===== src/rts_pkg.sv =====
// Constants, types and register map of the reset and timeout sequencer.
package rts_pkg;

	// ****************************************
	// Clock and timing
	// ****************************************
	localparam int CLK_HZ      = 50_000_000;
	localparam int CLK_PER_US  = CLK_HZ / 1_000_000;
	localparam int POWERUP_TIMER_MS     = 72;
	localparam int POWERUP_TIMER_CYC    = POWERUP_TIMER_MS * (CLK_HZ / 1000);
	localparam int OST_EDGES   = 1024;
	localparam int GLITCH_NS   = 2000;
	localparam int GLITCH_CYC  = (GLITCH_NS * CLK_PER_US + 999) / 1000;
	localparam int BOD_MIN_US  = 100;
	localparam int BOD_MIN_CYC = BOD_MIN_US * CLK_PER_US;

	// ****************************************
	// Register map (printed index, byte address)
	// ****************************************
	localparam logic [11:0] IDX_POWER_CONTROL_FLAGS  = 12'h08e;
	localparam logic [11:0] IDX_STAT  = 12'h08f;
	localparam logic [11:0] IDX_KEEP  = 12'h090;
	localparam logic [11:0] ADDR_POWER_CONTROL_FLAGS = 12'h238;
	localparam logic [11:0] ADDR_STAT = 12'h23c;
	localparam logic [11:0] ADDR_KEEP = 12'h240;

	// ****************************************
	// Field positions and reset values
	// ****************************************
	localparam int BIT_BOD  = 0;
	localparam int BIT_POR  = 1;
	localparam int BIT_SPEED_CHOICE_FLAG = 3;
	localparam int BIT_TO   = 0;
	localparam int BIT_PD   = 1;
	localparam int BIT_CAUSE = 2;
	localparam logic [7:0] POWER_CONTROL_FLAGS_RST   = 8'h08;
	localparam logic [7:0] POWER_CONTROL_FLAGS_WMASK = 8'h0b;

	// ****************************************
	// Types
	// ****************************************
	typedef enum logic [2:0] {
		OSC_LP    = 3'h0,
		OSC_XT    = 3'h1,
		OSC_HS    = 3'h2,
		OSC_EC    = 3'h3,
		OSC_INTERNAL_RC_OSC = 3'h4,
		OSC_ER    = 3'h5
	} rts_osc_t;

	typedef enum logic [3:0] {
		ST_HOLD = 4'h1,
		ST_POWERUP_TIMER = 4'h2,
		ST_OST  = 4'h4,
		ST_RUN  = 4'h8
	} rts_state_t;

	// One-hot reset cause, as shown in the status register.
	localparam logic [5:0] CAUSE_POR      = 6'h01;
	localparam logic [5:0] CAUSE_PIN_RUN  = 6'h02;
	localparam logic [5:0] CAUSE_PIN_SLP  = 6'h04;
	localparam logic [5:0] CAUSE_WDT_RST  = 6'h08;
	localparam logic [5:0] CAUSE_WDT_WAKE = 6'h10;
	localparam logic [5:0] CAUSE_BOD      = 6'h20;

	typedef struct packed {
		rts_osc_t osc_mode;
		logic     powerup_timer_disable;
		logic     bod_enable;
	} rts_cfg_t;

endpackage


===== src/rts_top.sv =====
// Reset sequencer: cause tracking, power-up and start-up timers, speed select.
//
// Functional notes
// - Software switches RC clock between two speeds.
// - Low speed fixed; high speed follows resistor.
// - Speed flag selects active clock speed.
// - Six distinct reset causes are recognised.
// - Core resets on all causes except wake.
// - Retained register unset on power-on, kept otherwise.
// - Reset pin glitches below minimum width ignored.
// - Power-on detector holds reset, ignores later droop.
// - Power-up timer after power-on or brown-out.
// - Timer-disable bit set skips power-up timer.
// - Start-up timer adds 1024 crystal edges.
// - Start-up timer: crystal modes, power-on or wake.
// - Brown-out enable bit turns detection on.
// - Brown-out longer than minimum duration resets.
// - Wait for supply, then run power-up timer.
// - Brown-out during timer restarts the timer.
// - Power-up timer then start-up; RC disabled: none.
// - Timers ignore pin; release starts immediately.
// - Power control register at index 8Eh.
// - Brown-out flag cleared by brown-out, set by software.
// - Power-on flag zero at power-on, software sets.
// - Timeout and sleep flags follow reset cause.
//
// The APB interface to the registers was left to the implementer.
`timescale 1ns/1ps

module rts_top
	import rts_pkg::*;
#(
	parameter int POWERUP_TIMER_CYCLES   = POWERUP_TIMER_CYC,
	parameter int BOD_CYCLES    = BOD_MIN_CYC,
	parameter int OST_COUNT     = OST_EDGES,
	parameter int GLITCH_CYCLES = GLITCH_CYC
) (
	// Clock and reset
	input  wire logic        ref_clk,
	input  wire logic        rst_n,
	// APB slave
	input  wire logic        psel,
	input  wire logic        penable,
	input  wire logic        pwrite,
	input  wire logic [11:0] paddr,
	input  wire logic [31:0] pwdata,
	output logic      [31:0] prdata,
	output logic             pready,
	output logic             pslverr,
	// Pins and analog detectors
	input  wire logic        por_detect,
	input  wire logic        brownout_low,
	input  wire logic        ext_reset_pin_n,
	input  wire logic        osc1_in,
	// Configuration word, static
	input  wire rts_cfg_t    cfg,
	// Watchdog and core status
	input  wire logic        wdt_expire,
	input  wire logic        core_sleeping,
	// Outputs to core and clock tree
	output logic             core_reset,
	output logic             core_hold,
	output logic             core_wake,
	output logic             osc_low_speed
);

	localparam int PW = $clog2(POWERUP_TIMER_CYCLES + 1);
	localparam int BW = $clog2(BOD_CYCLES + 1);
	localparam int OW = $clog2(OST_COUNT + 1);
	localparam int GW = $clog2(GLITCH_CYCLES + 1);

	// ****************************************
	// Input synchronisers
	// ****************************************

	// All four pin-level inputs are asynchronous to ref_clk.
	logic [3:0] sync_a;
	logic [3:0] sync_b;
	logic       osc_prev;

	// Reset value treats the pin as released and the supply as still low, so the
	// sequencer cannot leave HOLD on stale synchroniser contents right after reset.
	always_ff @(posedge ref_clk) begin
		if (!rst_n) begin
			sync_a   <= 4'h5;
			sync_b   <= 4'h5;
			osc_prev <= 1'b0;
		end else begin
			sync_a   <= {osc1_in, ext_reset_pin_n, brownout_low, por_detect};
			sync_b   <= sync_a;
			osc_prev <= sync_b[3];
		end
	end

	wire por_s    = sync_b[0];
	wire bo_s     = sync_b[1];
	wire pin_n_s  = sync_b[2];
	wire osc_s    = sync_b[3];
	// Edges above half of ref_clk would be missed; crystals stay below that.
	wire osc_rise = osc_s & ~osc_prev;

	// ****************************************
	// Reset pin noise filter
	// ****************************************

	logic [GW-1:0] glitch_cnt;
	logic          pin_low;

	// A low level must persist for the filter time before it counts.
	wire glitch_done = (glitch_cnt == GW'(GLITCH_CYCLES - 1));
	wire next_pin_low = ~pin_n_s & (pin_low | glitch_done);
	wire pin_fall = next_pin_low & ~pin_low;

	always_ff @(posedge ref_clk) begin
		if (!rst_n) begin
			glitch_cnt <= '0;
			pin_low    <= 1'b0;
		end else begin
			glitch_cnt <= (pin_n_s | pin_low) ? '0 : glitch_cnt + 1'b1;
			pin_low    <= next_pin_low;
		end
	end

	// ****************************************
	// Brown-out qualification
	// ****************************************

	logic [BW-1:0] bod_cnt;
	logic          bod_trip;

	// Detection is gated by the configuration enable.
	wire bo_act = cfg.bod_enable & bo_s;
	// Only a dip longer than the minimum duration trips the reset.
	wire bod_done = (bod_cnt == BW'(BOD_CYCLES - 1));
	wire next_bod_trip = bo_act & (bod_trip | bod_done);
	// Power-on detector only matters while held in reset.
	wire supply_ok = ~por_s & ~bo_act;

	always_ff @(posedge ref_clk) begin
		if (!rst_n) begin
			bod_cnt  <= '0;
			bod_trip <= 1'b0;
		end else begin
			bod_cnt  <= (!bo_act || bod_trip) ? '0 : bod_cnt + 1'b1;
			bod_trip <= next_bod_trip;
		end
	end

	// ****************************************
	// Sequencer state machine
	// ****************************************

	rts_state_t    state;
	rts_state_t    next_state;
	logic [PW-1:0] powerup_timer_cnt;
	logic [OW-1:0] ost_cnt;
	logic          por_pending;
	logic          waking;

	wire st_hold = (state == ST_HOLD);
	wire st_powerup_timer = (state == ST_POWERUP_TIMER);
	wire st_ost  = (state == ST_OST);
	wire st_run  = (state == ST_RUN);

	// Crystal modes are the only ones that need a start-up wait.
	wire crystal = (cfg.osc_mode == OSC_LP) | (cfg.osc_mode == OSC_XT) |
	               (cfg.osc_mode == OSC_HS);
	wire use_ost = crystal & por_pending;

	wire powerup_timer_done = (powerup_timer_cnt == PW'(POWERUP_TIMER_CYCLES - 1));
	wire ost_done  = osc_rise & (ost_cnt == OW'(OST_COUNT - 1));

	// Watchdog events are split by whether the core is asleep.
	wire ev_wdt_wake = st_run & wdt_expire & core_sleeping;
	wire ev_wdt_rst  = st_run & wdt_expire & ~core_sleeping;
	wire ev_bod      = ~st_hold & bod_trip;
	wire ev_pin_slp  = pin_fall & core_sleeping;
	wire ev_pin_run  = pin_fall & ~core_sleeping;
	wire wake_end    = st_ost & waking & ost_done;

	// Timers count from the supply, never from the reset pin.
	always_comb begin
		next_state = state;
		unique case (state)
			ST_HOLD: begin
				if (supply_ok) begin
					if (!cfg.powerup_timer_disable)
						next_state = ST_POWERUP_TIMER;
					else if (use_ost)
						next_state = ST_OST;
					else
						next_state = ST_RUN;
				end
			end
			ST_POWERUP_TIMER: begin
				if (bod_trip)
					next_state = ST_HOLD;
				else if (powerup_timer_done)
					next_state = use_ost ? ST_OST : ST_RUN;
			end
			ST_OST: begin
				if (bod_trip)
					next_state = ST_HOLD;
				else if (ost_done)
					next_state = ST_RUN;
			end
			ST_RUN: begin
				if (bod_trip)
					next_state = ST_HOLD;
				else if (ev_wdt_wake && crystal)
					next_state = ST_OST;
			end
			default: next_state = ST_HOLD;
		endcase
	end

	always_ff @(posedge ref_clk) begin
		if (!rst_n)
			state <= ST_HOLD;
		else
			state <= next_state;
	end

	// Leaving the timer states clears the counts, so a brown-out restarts them.
	always_ff @(posedge ref_clk) begin
		if (!rst_n) begin
			powerup_timer_cnt <= '0;
			ost_cnt  <= '0;
		end else begin
			powerup_timer_cnt <= st_powerup_timer ? powerup_timer_cnt + 1'b1 : '0;
			ost_cnt  <= !st_ost ? '0 : ost_cnt + OW'(osc_rise);
		end
	end

	// Power-on start-up wait is owed until the core first runs.
	always_ff @(posedge ref_clk) begin
		if (!rst_n) begin
			por_pending <= 1'b1;
			waking      <= 1'b0;
		end else begin
			if (next_state == ST_RUN)
				por_pending <= 1'b0;
			if (ev_wdt_wake && crystal)
				waking <= 1'b1;
			else if (next_state != ST_OST)
				waking <= 1'b0;
		end
	end

	// ****************************************
	// Core reset, hold and wake outputs
	// ****************************************

	// A wake keeps the core frozen, not reset, so its registers survive.
	wire seq_reset = st_hold | st_powerup_timer | (st_ost & ~waking);
	wire next_core_reset = seq_reset | pin_low | ev_wdt_rst | ev_bod;
	wire next_core_hold  = st_ost & waking & ~ost_done;
	wire next_core_wake  = (ev_wdt_wake & ~crystal) | wake_end;

	always_ff @(posedge ref_clk) begin
		if (!rst_n) begin
			core_reset <= 1'b1;
			core_hold  <= 1'b0;
			core_wake  <= 1'b0;
		end else begin
			core_reset <= next_core_reset;
			core_hold  <= next_core_hold;
			core_wake  <= next_core_wake;
		end
	end

	// ****************************************
	// APB decode
	// ****************************************

	wire hit_power_control_flags = (paddr == ADDR_POWER_CONTROL_FLAGS);
	wire hit_stat = (paddr == ADDR_STAT);
	wire hit_keep = (paddr == ADDR_KEEP);
	wire hit_any  = hit_power_control_flags | hit_stat | hit_keep;
	wire setup    = psel & ~penable;
	// Writes land only at the completing edge of the access phase.
	wire commit   = psel & penable & pready & pwrite & ~pslverr;
	wire wr_power_control_flags  = commit & hit_power_control_flags;
	wire wr_keep  = commit & hit_keep;

	// ****************************************
	// Power control and status registers
	// ****************************************

	logic [7:0] power_control_flags;
	logic [7:0] keep_reg;
	logic       to_flag;
	logic       pd_flag;
	logic [5:0] cause;

	// Software may only touch the brown-out, power-on and speed bits.
	wire [7:0] power_control_flags_sw = wr_power_control_flags ?
		((power_control_flags & ~POWER_CONTROL_FLAGS_WMASK) | (pwdata[7:0] & POWER_CONTROL_FLAGS_WMASK)) : power_control_flags;
	// Full resets restore the speed bit; a wake leaves it.
	wire full_rst = ev_pin_run | ev_pin_slp | ev_wdt_rst | ev_bod;

	logic [7:0] next_power_control_flags;
	// Hardware events win over a software write in the same cycle.
	always_comb begin
		next_power_control_flags = power_control_flags_sw;
		if (full_rst)
			next_power_control_flags[BIT_SPEED_CHOICE_FLAG] = 1'b1;
		if (ev_bod)
			next_power_control_flags[BIT_BOD] = 1'b0;
	end

	// Power-on clears the power-on bit; nothing else changes it but software.
	always_ff @(posedge ref_clk) begin
		if (!rst_n)
			power_control_flags <= POWER_CONTROL_FLAGS_RST;
		else
			power_control_flags <= next_power_control_flags;
	end

	logic [5:0] next_cause;
	// Record which of the six sources caused the latest reset.
	always_comb begin
		next_cause = cause;
		if (ev_bod)
			next_cause = CAUSE_BOD;
		else if (ev_wdt_wake)
			next_cause = CAUSE_WDT_WAKE;
		else if (ev_wdt_rst)
			next_cause = CAUSE_WDT_RST;
		else if (ev_pin_slp)
			next_cause = CAUSE_PIN_SLP;
		else if (ev_pin_run)
			next_cause = CAUSE_PIN_RUN;
	end

	// Timeout and sleep flags move only on the listed events.
	always_ff @(posedge ref_clk) begin
		if (!rst_n) begin
			to_flag <= 1'b1;
			pd_flag <= 1'b1;
			cause   <= CAUSE_POR;
		end else begin
			cause <= next_cause;
			if (ev_wdt_wake) begin
				to_flag <= 1'b0;
				pd_flag <= 1'b0;
			end else if (ev_wdt_rst) begin
				to_flag <= 1'b0;
			end else if (ev_pin_slp) begin
				to_flag <= 1'b1;
				pd_flag <= 1'b0;
			end
		end
	end

	// No reset branch: contents are undefined after power-on and survive all else.
	always_ff @(posedge ref_clk) begin
		if (wr_keep)
			keep_reg <= pwdata[7:0];
	end

	// ****************************************
	// Clock speed select
	// ****************************************

	// Only the RC modes offer the slow setting; low speed is a fixed
	// internal source, while fast follows the external resistor in ER mode.
	wire rc_mode = (cfg.osc_mode == OSC_ER) | (cfg.osc_mode == OSC_INTERNAL_RC_OSC);
	wire next_low_speed = rc_mode & ~power_control_flags[BIT_SPEED_CHOICE_FLAG];

	always_ff @(posedge ref_clk) begin
		if (!rst_n)
			osc_low_speed <= 1'b0;
		else
			osc_low_speed <= next_low_speed;
	end

	// ****************************************
	// APB response
	// ****************************************

	wire [7:0] stat_rd = {cause, pd_flag, to_flag};
	wire [7:0] rd_byte = hit_power_control_flags ? power_control_flags :
	                     hit_stat ? stat_rd :
	                     hit_keep ? keep_reg : 8'h00;

	// Ready follows the setup cycle, giving a single-cycle access phase.
	always_ff @(posedge ref_clk) begin
		if (!rst_n) begin
			pready  <= 1'b0;
			pslverr <= 1'b0;
			prdata  <= 32'h0000_0000;
		end else begin
			pready  <= setup;
			pslverr <= setup & ~hit_any;
			if (setup)
				prdata <= {24'h00_0000, rd_byte};
		end
	end

endmodule


===== config.mk =====
export PLATFORM = sky130hd
export DESIGN_NAME = rts_top
export DESIGN_NICKNAME = d
export VERILOG_FILES = /design/src/rts_pkg.sv /design/src/rts_top.sv
export SDC_FILE = /design/constraint.sdc
export NUM_CORES = 1
export LEC_CHECK = 0
export BUFFER_PORTS_ARGS = -buffer_cell sky130_fd_sc_hd__buf_2
export CELL_PAD_IN_SITES_DETAIL_PLACEMENT = 1
export CELL_PAD_IN_SITES_GLOBAL_PLACEMENT = 1
export CORE_ASPECT_RATIO = 0.6
export CORE_MARGIN = 2
export CORE_UTILIZATION = 28
export DETAILED_ROUTE_END_ITERATION = 6
export GPL_TIMING_DRIVEN = 0
export PLACE_DENSITY_LB_ADDON = 0.12
export SETUP_SLACK_MARGIN = 0.15
export SLEW_MARGIN = 20
export SYNTH_ARGS = -nofsm -noshare
export SYNTH_HDL_FRONTEND = slang
export SYNTH_SLANG_ARGS = --single-unit

===== constraint.sdc =====
create_clock -name ref_clk -period 2.2 [get_ports ref_clk]
set_input_delay 0.22 -clock ref_clk [delete_from_list [all_inputs] [get_ports ref_clk]]
set_output_delay 0.22 -clock ref_clk [all_outputs]
set_load 0.1 [all_outputs]

==> impl_metrics.env <==
export IMPL_worst_ir_drop_on_vdd_uv=275.6
export IMPL_pins_over_their_slew_limit=0
export IMPL_die_footprint_um2=16960
export IMPL_critical_path_arrival_ns=2.28
export IMPL_via_count=3634
export IMPL_maxClockFrequency_mhz=500.4
export IMPL_tot_pwr_mw=3.939
export IMPL_worst_setup_path_type="flip-flop to flip-flop"
export IMPL_synthCells=501
export IMPL_worst_clock_skew_ns=0.01106
export IMPL_detailedRoute_firstPassIterationCount=4
export IMPL_io_buffer_count=47
export IMPL_cts_repair_resize_count=9
export IMPL_detail_route_vias_per_cell=4.600
export IMPL_dr_first_iter_drc_count=146
export IMPL_track_usage=0.1357
export IMPL_critical_path_endpoint_type="flip-flop"
export IMPL_number_of_enable_flip_flop_cells_after_synthesis=8
export IMPL_hpwlAfterDp_um=8552
export IMPL_worst_ep_required_time_ns=2.48
export IMPL_dp_cells=774
export IMPL_maxSlewHeadroom=0.5940
export IMPL_flow_area_growth_from_synthesis_pct=22.65
export IMPL_fin_crit_sh=0.9084
export IMPL_clock_latency_at_the_later_pin_of_the_worst_skew_pair_ns=0.34
export IMPL_maxCapViolations=0
export IMPL_io_pins=98
export IMPL_clkPwrFrac=0.389
export IMPL_synthesis_yosys_warnings=0
export IMPL_layout_commonest_cell="dfxtp_1"
export IMPL_row_count=35
export IMPL_unrepaired_setup_endpoints_after_global_routing="yes"
export IMPL_gp_congestion=0.7768
export IMPL_dpl_instance_area_um2=5041
export IMPL_power_per_cell_area_nw_per_um2=721.2
export IMPL_antennaDiodeCount=0
export IMPL_switching_power_mw=1.079
export IMPL_outcome="finished clean"
export IMPL_post_route_util=0.3533
export IMPL_synth_top_flop_cell="dfxtp_1"
export IMPL_wire_per_inst_um=14.15
export IMPL_cts_path_max_buffers=2
export IMPL_layout_top_registers="powerup_timer_cnt (22), bod_cnt (13), ost_cnt (11)"
export IMPL_final_report_hold_violation_count=0
export IMPL_synth_cell_type_count=49
export IMPL_antenna_violations_before_repair=0
export IMPL_htree_num_levels=3
export IMPL_routed_antenna_nets=0
export IMPL_power_frac_seq=0.489
export IMPL_clockRootBuffer="clkbuf_16"
export IMPL_synth_avg_cell_area_um2=8.888
export IMPL_p_int_mw=2.860
export IMPL_synth_seq_area_share=0.4810
export IMPL_chipWidth_um=166.8
export IMPL_route_detailed_drc=0
export IMPL_power_switching_share=0.2738
export IMPL_postCtsSetupBuffers=0
export IMPL_min_delay_path_class="primary input to flip-flop"
export IMPL_setup_viol_count_final=0
export IMPL_grt_first_pass_wirelength_um=18440
export IMPL_cts_clk_pin_slew_worst_paths_ns=0.07
export IMPL_max_flop_register="powerup_timer_cnt"
export IMPL_stdcell_count=790
export IMPL_cts_made_buffers=9
export IMPL_design_final_nets=647
export IMPL_synth_seq_cells=103
export IMPL_clock_tree_from_tritoncts="yes"
export IMPL_power_frac_comb=0.123
export IMPL_total_leakage_power_nw=2.039
export IMPL_largest_register_ff_count=22
export IMPL_globalRouteOverflowTotal=0
export IMPL_fp_dieH_um=101.7
export IMPL_pin_count_of_the_biggest_net_entering_global_routing=17
export IMPL_leading_cell_types_in_the_layout_fill_and_taps_excluded="94 x dfxtp_1, 71 x nor2_1, 49 x buf_2, 32 x nand2_1"
export IMPL_cts_sinks=103
export IMPL_effective_utilization_at_floorplan=0.2881
export IMPL_drive_above_1_share=0.1959
export IMPL_tightest_slew_ns=0.6090
export IMPL_crit_fanout=7
export IMPL_setup_worst_path_start_class="flip-flop"
export IMPL_min_period_ns=1.998
export IMPL_cts_hold_buffers_added=0
export IMPL_synthArstFlopShare=0
export IMPL_syn_area_um2=4453
export IMPL_design_core_area_um2=15460
export IMPL_drt_wl_total_um=11180
export IMPL_grt_pass1_vias=3660
export IMPL_fin_area_um2=5461
[per-layer routing]
layer | global-route usage | share of wire | vias to the layer above
li1 | - | - | 1840
met1 | 0.1938 | 0.54 | 1733
met2 | 0.2063 | 0.42 | 52
met3 | 0.03439 | 0.034 | 9
met4 | 0.03249 | 0.0093 | 0
met5 | 0 | 0 | -
[path summary, 6_finish.rpt]
path / endpoint / slack, ns / from / depth (start not counted)
setup / recovery: waking / 0.20 / powerup_timer_cnt[12] / 5
hold / removal: sync_a[0] / 0.07 / por_detect / 2
setup reg to reg: waking / 0.20 / powerup_timer_cnt[12] / 5
hold reg to reg: sync_b[0] / 0.41 / sync_a[0] / 1
[worst max-delay path: stages (launching register included)]
cell and delay, ns:
dfxtp_1 0.38, or4b_2 0.72, nor4_4 0.34, a2bb2o_4 0.19, nand4_1 0.14, o21ai_1 0.16
[final cells by class]
type	instances	area, µm²
repair buffers	47	235.2
well taps	203	254.0
clock inverters	3	26.28
multi-input cells	368	2248
fillers	1844	9997
flip-flops and latches	103	2143
inverters	12	45.04
clock buffers	13	260.3
plain buffers	41	249.0
[per-stage QoR]
step	TNS [ns]	hold slack, ns	setup slack [ns]
6_report	0	0.06753	0.2016
5_1_grt	0	0.05705	0.1146
4_1_cts	0	0.05447	0.1392
3_5_place_dp	-0.5460	0.3949	-0.09460
3_3_place_gp	-0.3407	0.3933	-0.09581
2_1_floorplan	0	0.2959	0.2823
[cell usage after synthesis (all sizes together), types with 9 or more instances]
cell    instances  share of area
or3            12          0.018
xnor2          17          0.033
inv            12          0.010
nand4           9          0.013
nor4            9          0.014
a21oi          28          0.031
buf            27          0.044
and3           10          0.014
nand3          30          0.034
clkbuf         14          0.012
xor2           22          0.043
dfxtp          95           0.43
nor3           14          0.016
nor2           72          0.061
o21ai          21          0.024
nand2          34          0.029
[logic make-up (layout without fill, tap and decap cells)]
logic type	Yosys count	count (layout)	synth area share
AO/OA/AOI/OAI	65	65	0.08205
XOR/XNOR	39	39	0.07671
adder cells (fa/ha/maj)	5	5	0.01405
buffers and inverters	53	116	0.06547
flip-flops	103	103	0.4810
multiplexers	7	7	0.01574
other	1	24	0.0008421
AND/OR/NAND/NOR	228	228	0.2641
[power groups by stage]
stage,registers (mW),clock network (mW),logic (mW)
finish,1.93,1.53,0.483
detailed placement,1.97,0,0.470
global route,1.93,1.67,0.511
global placement,1.97,0,0.466
floorplan,2.05,0,0.301
CTS,1.92,1.58,0.476
No activity file was read; power rests on OpenSTA's default activity.
